### src/shared/vss_pkg.sv
// shared constants and carrier types of the vertex shading stage dispatcher
package vss_pkg;
  // ****************************************************************
  // widths
  // ****************************************************************
  localparam int HANDLE_W = 12;
  localparam int KIND_W = 5;
  localparam int DW = 32;
  localparam int HDR_DWORDS = 8;
  localparam int TID_W = 24;
  localparam int TAG_W = 7;
  localparam int RLEN_W = 16;
  localparam int CLEN_W = 18;
  localparam int PTR_W = 27;
  localparam int SCR_OFS_W = 22;
  localparam int VRD_W = 6;

  // ****************************************************************
  // constant space allocation dword fields and reset values
  // ****************************************************************
  localparam int ALLOC_OFS_LO = 16;
  localparam int ALLOC_OFS_HI = 19;
  localparam int ALLOC_SIZE_LO = 0;
  localparam int ALLOC_SIZE_HI = 4;
  localparam logic [3:0] ALLOC_OFS_RST = 4'h0;
  localparam logic [4:0] ALLOC_SIZE_RST = 5'h00;

  // ****************************************************************
  // payload header field positions
  // ****************************************************************
  localparam int HDR_H0 = 0;
  localparam int HDR_H1 = 1;
  localparam int HDR_ZERO = 2;
  localparam int HDR_SAMP = 3;
  localparam int HDR_BIND = 4;
  localparam int HDR_SCR = 5;
  localparam int HDR_TID = 6;
  localparam int HDR_RSVD = 7;
  localparam int PTR_LO = 5;
  localparam int SCR_OFS_LO = 10;
  localparam logic [3:0] SCRATCH_CODE_MAX = 4'hB;

  // ****************************************************************
  // execution masks and states
  // ****************************************************************
  localparam logic [1:0] MASK_PAIR = 2'h3;
  localparam logic [1:0] MASK_LOW = 2'h1;

  typedef enum logic [2:0] {
    ST_IDLE = 3'b001,
    ST_HELD = 3'b010,
    ST_SECOND = 3'b100
  } vss_state_t;

  // ****************************************************************
  // carriers
  // ****************************************************************
  typedef struct packed {
    logic [HANDLE_W-1:0] src;
    logic [HANDLE_W-1:0] dst;
    logic hit;
    logic [KIND_W-1:0] kind;
    logic first;
    logic last;
  } vss_vtx_t;

  typedef struct packed {
    logic [HANDLE_W-1:0] dst;
    logic [KIND_W-1:0] kind;
    logic first;
    logic last;
  } vss_ref_t;

  typedef struct packed {
    logic [PTR_W-1:0] sampler_ptr;
    logic [PTR_W-1:0] binding_ptr;
    logic [SCR_OFS_W-1:0] scratch_ofs;
    logic [3:0] scratch_code;
    logic [VRD_W-1:0] vtx_rd_ofs;
    logic [VRD_W-1:0] vtx_rd_len;
    logic [3:0][RLEN_W-1:0] const_rlen;
  } vss_cfg_t;

  typedef struct packed {
    logic [HDR_DWORDS-1:0][DW-1:0] hdr;
    logic [1:0] exec_mask;
    logic [CLEN_W-1:0] const_len;
    logic [VRD_W-1:0] vtx_rd_ofs;
    logic [VRD_W-1:0] vtx_rd_len;
    logic [1:0][HANDLE_W-1:0] lane_src;
  } vss_disp_t;
endpackage : vss_pkg
### src/logic/vss_buf2.sv
// two-entry buffer whose head entry is a flip-flop
`timescale 1ns/1ps
module vss_buf2 #(
  parameter int W = 8
) (
  input wire logic clk_sys,
  input wire logic reset,
  input wire logic in_valid,
  output logic in_ready,
  input wire logic [W-1:0] in_data,
  output logic out_valid,
  input wire logic out_ready,
  output logic [W-1:0] out_data
);
  logic v1;
  logic [W-1:0] d1;
  logic push;
  logic pop;

  // room while the back slot is empty, so a stall never drops a word
  assign in_ready = !v1;
  assign push = in_valid && !v1;
  assign pop = out_valid && out_ready;

  // head shifts forward on pop, new word goes to first free slot
  always_ff @(posedge clk_sys) begin
    if (reset) begin
      out_valid <= 1'b0;
      v1 <= 1'b0;
      out_data <= '0;
      d1 <= '0;
    end else if (pop && v1) begin
      out_data <= d1;
      v1 <= 1'b0;
    end else if (pop) begin
      out_valid <= push;
      out_data <= in_data;
    end else if (push && !out_valid) begin
      out_valid <= 1'b1;
      out_data <= in_data;
    end else if (push) begin
      v1 <= 1'b1;
      d1 <= in_data;
    end
  end
endmodule : vss_buf2

### src/logic/vss_hdr.sv
// assembles the eight payload header dwords of one thread request
`timescale 1ns/1ps
module vss_hdr (
  input wire vss_pkg::vss_cfg_t cfg,
  input wire logic [vss_pkg::HANDLE_W-1:0] handle0,
  input wire logic [vss_pkg::HANDLE_W-1:0] handle1,
  input wire logic [vss_pkg::TID_W-1:0] thread_id,
  input wire logic [vss_pkg::TAG_W-1:0] thread_tag,
  output logic [vss_pkg::HDR_DWORDS-1:0][vss_pkg::DW-1:0] hdr
);
  import vss_pkg::*;
  logic [3:0] scr_code;
  // codes past the largest legal size are held at the largest one
  assign scr_code = (cfg.scratch_code > SCRATCH_CODE_MAX) ?
                    SCRATCH_CODE_MAX : cfg.scratch_code;

  // result handles sit in the low bits, the rest of each dword is zero
  assign hdr[HDR_H0] = {{(DW-HANDLE_W){1'b0}}, handle0};
  assign hdr[HDR_H1] = {{(DW-HANDLE_W){1'b0}}, handle1};
  assign hdr[HDR_ZERO] = '0;
  assign hdr[HDR_SAMP] = {cfg.sampler_ptr, 1'b0, scr_code};
  assign hdr[HDR_BIND] = {cfg.binding_ptr, 5'h00};
  // scratch offset above, thread tag in the low seven bits
  assign hdr[HDR_SCR] = {cfg.scratch_ofs, 3'h0,
                         thread_tag};
  assign hdr[HDR_TID] = {8'h00, thread_id};
  assign hdr[HDR_RSVD] = '0;
endmodule : vss_hdr

### src/logic/vss_stage.sv
// vertex shading stage: pairs misses into threads, keeps output in order
`timescale 1ns/1ps
module vss_stage #(
  parameter int CNT_W = 64
) (
  input wire logic clk_sys,
  input wire logic reset,
  input wire logic fn_enable,
  input wire logic cache_enable,
  input wire logic stats_enable,
  input wire logic flush_req,
  input wire logic draw_boundary,
  input wire vss_pkg::vss_cfg_t cfg,
  input wire logic alloc_load,
  input wire logic [vss_pkg::DW-1:0] alloc_dword,
  input wire logic in_valid,
  output logic in_ready,
  input wire vss_pkg::vss_vtx_t in_vtx,
  output logic disp_valid,
  input wire logic disp_ready,
  output vss_pkg::vss_disp_t disp,
  output logic out_valid,
  input wire logic out_ready,
  output vss_pkg::vss_ref_t out_ref,
  output logic [CNT_W-1:0] shader_run_counter,
  output logic cache_invalidate,
  output logic [3:0] const_buf_offset,
  output logic [4:0] const_buf_size,
  output logic alloc_fault
);
  import vss_pkg::*;

  // ****************************************************************
  // state and decode
  // ****************************************************************
  vss_state_t state;
  vss_state_t next_state;
  vss_vtx_t held;
  vss_ref_t second;
  vss_ref_t in_ref;
  vss_ref_t held_ref;
  vss_ref_t push_ref;
  vss_disp_t push_disp;
  logic [TID_W-1:0] thread_id;
  logic [TAG_W-1:0] thread_tag;
  logic prev_fn;
  logic prev_cache;
  logic disp_room;
  logic out_room;
  logic room;
  logic st_idle;
  logic st_held;
  logic st_second;
  logic in_hit;
  logic flush_now;
  logic take_in;
  logic pass_thru;
  logic hold_new;
  logic flush_one;
  logic pair_go;
  logic hit_one;
  logic single;
  logic disp_push;
  logic out_push;
  logic [1:0] inc;
  logic [CLEN_W-1:0] const_len;
  logic [HANDLE_W-1:0] handle1;

  assign st_idle = (state == ST_IDLE);
  assign st_held = (state == ST_HELD);
  assign st_second = (state == ST_SECOND);
  assign room = disp_room && out_room;
  // a hit flag only counts while the cache is in use
  assign in_hit = in_vtx.hit && cache_enable;
  // a state change or the function dropping closes the open pair
  assign flush_now = flush_req || !fn_enable;
  assign in_ready = room && !st_second && !(st_held && flush_now);
  assign take_in = in_valid && in_ready;
  assign pass_thru = st_idle && take_in &&
                     (!fn_enable || in_hit);
  assign hold_new = st_idle && take_in && fn_enable && !in_hit;
  assign flush_one = st_held && room && flush_now;
  assign pair_go = st_held && take_in && !in_hit;
  // a hit behind a lone miss cannot leave first, so the miss goes alone
  assign hit_one = st_held && take_in && in_hit;
  assign single = flush_one || hit_one;
  assign disp_push = flush_one || pair_go || hit_one;
  assign out_push = pass_thru || disp_push || (st_second && out_room);

  // ****************************************************************
  // output reference selection
  // ****************************************************************
  // tags are copied untouched, hits keep their cached entry handle
  assign in_ref = '{dst: in_vtx.dst, kind: in_vtx.kind,
                    first: in_vtx.first, last: in_vtx.last};
  assign held_ref = '{dst: held.dst, kind: held.kind,
                      first: held.first, last: held.last};
  // the older vertex always leaves before the newer one
  assign push_ref = st_second ? second :
                    (disp_push ? held_ref : in_ref);

  // ****************************************************************
  // thread request assembly
  // ****************************************************************
  // a lone vertex repeats its own handle so the kernel can spot it
  assign handle1 = single ? held.dst : in_vtx.dst;
  assign const_len = {2'b00, cfg.const_rlen[0]} + {2'b00, cfg.const_rlen[1]}
                   + {2'b00, cfg.const_rlen[2]}
                   + {2'b00, cfg.const_rlen[3]};
  assign push_disp.exec_mask = single ? MASK_LOW : MASK_PAIR;
  assign push_disp.const_len = const_len;
  assign push_disp.vtx_rd_ofs = cfg.vtx_rd_ofs;
  assign push_disp.vtx_rd_len = cfg.vtx_rd_len;
  // lane 0 fills dwords 0-3, lane 1 dwords 4-7 of each payload register
  assign push_disp.lane_src[0] = held.src;
  assign push_disp.lane_src[1] = single ? held.src : in_vtx.src;

  vss_hdr u_hdr (
    .cfg(cfg),
    .handle0(held.dst),
    .handle1(handle1),
    .thread_id(thread_id),
    .thread_tag(thread_tag),
    .hdr(push_disp.hdr)
  );

  // ****************************************************************
  // output buffers
  // ****************************************************************
  vss_buf2 #(.W($bits(vss_disp_t))) u_disp_buf (
    .clk_sys(clk_sys),
    .reset(reset),
    .in_valid(disp_push),
    .in_ready(disp_room),
    .in_data(push_disp),
    .out_valid(disp_valid),
    .out_ready(disp_ready),
    .out_data(disp)
  );

  vss_buf2 #(.W($bits(vss_ref_t))) u_out_buf (
    .clk_sys(clk_sys),
    .reset(reset),
    .in_valid(out_push),
    .in_ready(out_room),
    .in_data(push_ref),
    .out_valid(out_valid),
    .out_ready(out_ready),
    .out_data(out_ref)
  );

  // ****************************************************************
  // sequencing
  // ****************************************************************
  // idle holds a miss, held emits a thread, second emits the newer ref
  always_comb begin
    next_state = state;
    case (state)
      ST_IDLE: next_state = hold_new ? ST_HELD : ST_IDLE;
      ST_HELD: begin
        if (flush_one) begin
          next_state = ST_IDLE;
        end else if (pair_go || hit_one) begin
          next_state = ST_SECOND;
        end
      end
      ST_SECOND: next_state = out_room ? ST_IDLE : ST_SECOND;
      default: next_state = ST_IDLE;
    endcase
  end

  always_ff @(posedge clk_sys) begin
    if (reset) begin
      state <= ST_IDLE;
    end else begin
      state <= next_state;
    end
  end

  // storage for the unpaired miss and the reference waiting behind it
  always_ff @(posedge clk_sys) begin
    if (reset) begin
      held <= '0;
      second <= '0;
    end else begin
      if (hold_new) begin
        held <= in_vtx;
      end
      if (pair_go || hit_one) begin
        second <= in_ref;
      end
    end
  end

  // identifiers wrap; the tag range is small enough to alias in flight
  always_ff @(posedge clk_sys) begin
    if (reset) begin
      thread_id <= '0;
      thread_tag <= '0;
    end else if (disp_push) begin
      thread_id <= thread_id + 1'b1;
      thread_tag <= thread_tag + 1'b1;
    end
  end

  // ****************************************************************
  // statistics
  // ****************************************************************
  // hits served from the cache are never counted while shading is on
  assign inc = !stats_enable ? 2'h0 :
               (pass_thru && !fn_enable) ? 2'h1 :
               pair_go ? 2'h2 : (single ? 2'h1 : 2'h0);

  always_ff @(posedge clk_sys) begin
    if (reset) begin
      shader_run_counter <= '0;
    end else begin
      shader_run_counter <= shader_run_counter + CNT_W'(inc);
    end
  end

  // ****************************************************************
  // cache invalidation and constant space allocation
  // ****************************************************************
  always_ff @(posedge clk_sys) begin
    if (reset) begin
      prev_fn <= 1'b0;
      prev_cache <= 1'b0;
      cache_invalidate <= 1'b0;
    end else begin
      prev_fn <= fn_enable;
      prev_cache <= cache_enable;
      cache_invalidate <= (prev_cache && !cache_enable) ||
                          (prev_fn != fn_enable) || draw_boundary;
    end
  end

  // zero size is only sane while no constant read is enabled
  always_ff @(posedge clk_sys) begin
    if (reset) begin
      const_buf_offset <= ALLOC_OFS_RST;
      const_buf_size <= ALLOC_SIZE_RST;
      alloc_fault <= 1'b0;
    end else begin
      if (alloc_load) begin
        const_buf_offset <= alloc_dword[ALLOC_OFS_HI:ALLOC_OFS_LO];
        const_buf_size <=
          alloc_dword[ALLOC_SIZE_HI:ALLOC_SIZE_LO];
      end
      alloc_fault <= (const_buf_size == 5'h00) &&
                     (const_len != '0);
    end
  end
endmodule : vss_stage

### config.mk
export PLATFORM = sky130hd
export DESIGN_NAME = vss_stage
export DESIGN_NICKNAME = d
export VERILOG_FILES = /design/src/shared/vss_pkg.sv /design/src/logic/vss_buf2.sv /design/src/logic/vss_hdr.sv /design/src/logic/vss_stage.sv
export SDC_FILE = /design/constraint.sdc
export NUM_CORES = 1
export LEC_CHECK = 0
export ABC_AREA = 1
export BUFFER_PORTS_ARGS = -buffer_cell sky130_fd_sc_hd__buf_2
export CAP_MARGIN = 20
export CORE_UTILIZATION = 30
export DETAILED_ROUTE_END_ITERATION = 10
export GPL_ROUTABILITY_DRIVEN = 0
export GPL_TIMING_DRIVEN = 0
export PLACE_DENSITY = 0.57
export SLEW_MARGIN = 40
export SYNTH_ARGS = -nofsm -noshare
export SYNTH_HDL_FRONTEND = slang
export SYNTH_SLANG_ARGS = --single-unit
### constraint.sdc
create_clock -name clk_sys -period 3.5 [get_ports clk_sys]
set_clock_uncertainty 0.2 [all_clocks]
set_input_delay 0.175 -clock clk_sys [delete_from_list [all_inputs] [get_ports clk_sys]]
set_output_delay 0.175 -clock clk_sys [all_outputs]
set_load 0.005 [all_outputs]
==> qor.yml <==
run_status:
  outcome: "completed"
final_layout:
  multiInputGateArea_um2: 13370
  final_cells: 6268
  area_delta_synth_final_pct: 31.29
  drive_gt1_share_pct: 18.34
  fin_nets: 5236
  nFillCells: 9986
  utilization_pct: 39.80
  ff_latch_area_um2: 11720
sta:
  max_slew_margin_pct: 43.77
  tightest_slew_ns: 0.8434
  drv_slew: 0
  fmax_ghz: 0.2963
  hold_violations: 0
  fin_crit_sh_pct: 96.41
  setup_violations: 0
  min_period_ns: 3.374
clock_tree:
  clk_path_buf_depth: 3
  path_clk_slew_ns: 0.06
  clock_latency_ns: 0.63
  clock_sinks: 585
  clock-root-buffer: "clkbuf_16"
  cts_max_level: 3
  tritoncts: "built"
  cts_made_buffers: 70
route:
  vias: 29120
  drt_iter0_markers: 2265
  wl_mm: 110.2
  route.detailed.wl_per_inst_um: 17.59
  post-route-drc-count: 0
  vias_per_cell: 4.646
  drt.antenna.violating_nets: 0
  drt_first_pass_iters: 6
placed_design:
  place_inst: 5964
  dp_hpwl_mm: 85.81
  port_buffers: 494
floorplanning:
  coreArea_um2: 93330
  initial_core_util_pct: 30.32
  die-width_um: 309.1
  die_height_um: 309.1
  dieArea_um2: 95550
  fp-row-count: 112
  pin_count: 640
yosys:
  syn_avg_cell_area_um2: 6.910
  ys_seq_elements: 585
  syn_area_um2: 28290
  ys_types: 41
  yosysWarningCount: 0
  synth_seq_area_share_pct: 41.39
  synthCells: 4095
worst_setup_path:
  path_cells: "nor2_4, nand2_2, nor2_4, nand2_2, nor2_4, nand2_4, o21ai_2, nand2_1, inv_2, ha_4, inv_1, fa_2, nor2_4, nand2_4, nor2_4, inv_4, nor3_4, nand3_2, or2_4, a21oi_1"
  critPathMaxFanout: 5
  crit_path_frequent_cell: "nor2_4"
  crit_path_end_kind: "flip-flop"
  crit_type: "flip-flop to flip-flop"
  worst_path_max_delay_cell: "fa_2"
  max_stage_delay_ns: 0.43
  startpoint_type: "flip-flop"
  required_ns: 3.86
  timing.critical_path.arrival_ns: 3.73
power:
  irDropWorstVdd_v: 0.0003553
  internal_power_mw: 12.41
  p_leak_nw: 16.95
  power.share.clock_pct: 45.2
  pwr-share-seq_pct: 40.3
  combPwrFrac_pct: 14.5
  cellPowerDensity_nw_per_um2: 461.0
  p_sw_share_pct: 27.52
  power_switching_mw: 4.713
grt:
  grt_pass1_wl_mm: 163.6
  grt-ovfl-total: 0
  grt_max_degree: 17
  antenna_found_initial: 17
  grt_pass1_vias: 27210
  grtUsageTotal_pct: 22.45
run:
  drv_cap: 0
worst_hold_path:
  hold_path_class: "input pin to flip-flop"
repair_timing:
item | 4_1_cts | 5_1_grt
setup buffers | 5 | 7
hold buffers | 158 | 0
resized for setup | 38 | 31
setup endpoints to repair | 44 | 37
hold endpoints to repair | 344 | 0
pin swaps | 5 | 16
through the flow:
stage	setup slack [ns]	cell area [um2]	total power, mW	hold slack, ns	TNS [ns]
floorplan	0.0002376	28750	8.541	0.09177	0
global placement	-0.8729	32790	9.342	0.1970	-13.94
detailed placement	-0.8417	32810	9.354	0.2080	-13.84
CTS	0.01126	36960	17.26	0.03718	0
global route	-0.03534	37140	17.95	0.06801	-0.09027
finish	0.1255	37150	17.13	0.05828	0
Yosys cell counts, drive strengths merged:
master / number / area share (%)
ha: 21 / 0.93
nor2: 560 / 7.6
conb: 1 / 0.013
nor4: 7 / 0.15
and2: 2 / 0.044
nand2: 668 / 8.9
xor2: 18 / 0.56
nand3: 158 / 2.8
nor3: 57 / 1.0
fa: 33 / 2.3
o21ai: 597 / 11
nand3b: 3 / 0.080
o211ai: 24 / 0.64
nand4: 43 / 0.95
buf: 215 / 5.0
a31oi: 3 / 0.066
a211oi: 6 / 0.18
clkinv: 1 / 0.013
and3: 2 / 0.044
a21oi: 404 / 7.1
clkbuf: 136 / 1.8
or2: 21 / 0.46
o21a: 3 / 0.080
xnor2: 6 / 0.19
dfxtp: 585 / 41
nor3b: 1 / 0.027
inv: 518 / 6.9
o21bai: 2 / 0.053
state kept, by name, indices dropped and copies added, names as in the netlist, 3 cells and up:
signal	flops
u_out_buf.out_data	19
u_out_buf.d1	19
held	31
const_buf_size	5
const_buf_offset	4
thread_id	24
state	3
u_disp_buf.out_data	191
second	19
u_disp_buf.d1	191
shader_run_counter	64
thread_tag	7
worst max-delay path, delay by kind of cell (launching register included):
kind	cells	cell delay [ns]
adder cells (fa/ha/maj)	2	0.56
AND/OR/NAND/NOR	13	1.73
AO/OA/AOI/OAI	2	0.25
flip-flops	1	0.37
buffers and inverters	3	0.18
logic make-up (layout without fill, tap and decap cells):
family / after synthesis / in the layout / synth area share [%]
simple gates: 1522 / 1522 / 22.09
buf+inv: 870 / 1660 / 13.70
xor+xnor: 24 / 24 / 0.7429
fa+ha+maj: 54 / 54 / 3.263
flops: 585 / 585 / 41.39
compound gates: 1039 / 1039 / 18.80
other cells: 1 / 130 / 0.01325
worst paths after layout:
check	start	to	slack, ns	cells after the start
worst min-delay path	reset	u_out_buf.out_data[4]	0.06	5
worst max-delay path	u_out_buf.v1	shader_run_counter[54]	0.13	20
worst min register to register	u_disp_buf.d1[162]	u_disp_buf.d1[162]	0.25	2
worst max register to register	u_out_buf.v1	shader_run_counter[54]	0.13	20
area by class of cell:
class | count | share of cell area, %
Multi-Input combinational cell | 2760 | 35.98
Antenna cell | 9 | 0.06063
Clock buffer | 100 | 5.507
Buffer | 350 | 5.227
Timing Repair Buffer | 665 | 11.18
Inverter | 519 | 5.258
Sequential cell | 585 | 31.55
Tap cell | 1254 | 4.224
Clock inverter | 26 | 1.017
placed cells by master (no fill, tap or decap), types with 121 or more instances in the layout:
| cell type | synthesis | routed |
|---|---|---|
| nand3_1 | 157 | 153 |
| o21ai_0 | 560 | 557 |
| inv_1 | 512 | 509 |
| conb_1 | 1 | 121 |
| dlygate4sd3_1 | 0 | 158 |
| a21oi_1 | 404 | 403 |
| buf_2 | 75 | 568 |
| nor2_1 | 554 | 538 |
| clkbuf_1 | 136 | 140 |
| nand2_1 | 666 | 657 |
| dfxtp_1 | 585 | 580 |
| buf_4 | 127 | 139 |
metal layers:
layer / wire length [um] / share of wire (%) / track usage [%] / vias up
met2: 51620 / 47 / 38.15 / 942
met1: 46760 / 42 / 27.57 / 13350
met4: 3059 / 2.8 / 6.551 / 18
met5: 116 / 0.11 / 0 / -
met3: 8689 / 7.9 / 6.063 / 180
li1: - / - / - / 14630
power by group through the flow:
stage / registers (mW) / logic, mW / clock network (mW)
finish: 6.91 / 2.49 / 7.73
global placement: 7.05 / 2.29 / 0
detailed placement: 7.05 / 2.30 / 0
global route: 6.92 / 2.84 / 8.19
floorplan: 7.05 / 1.49 / 0
CTS: 6.91 / 2.48 / 7.88
Note: power is estimated with default switching activity, not from simulation.
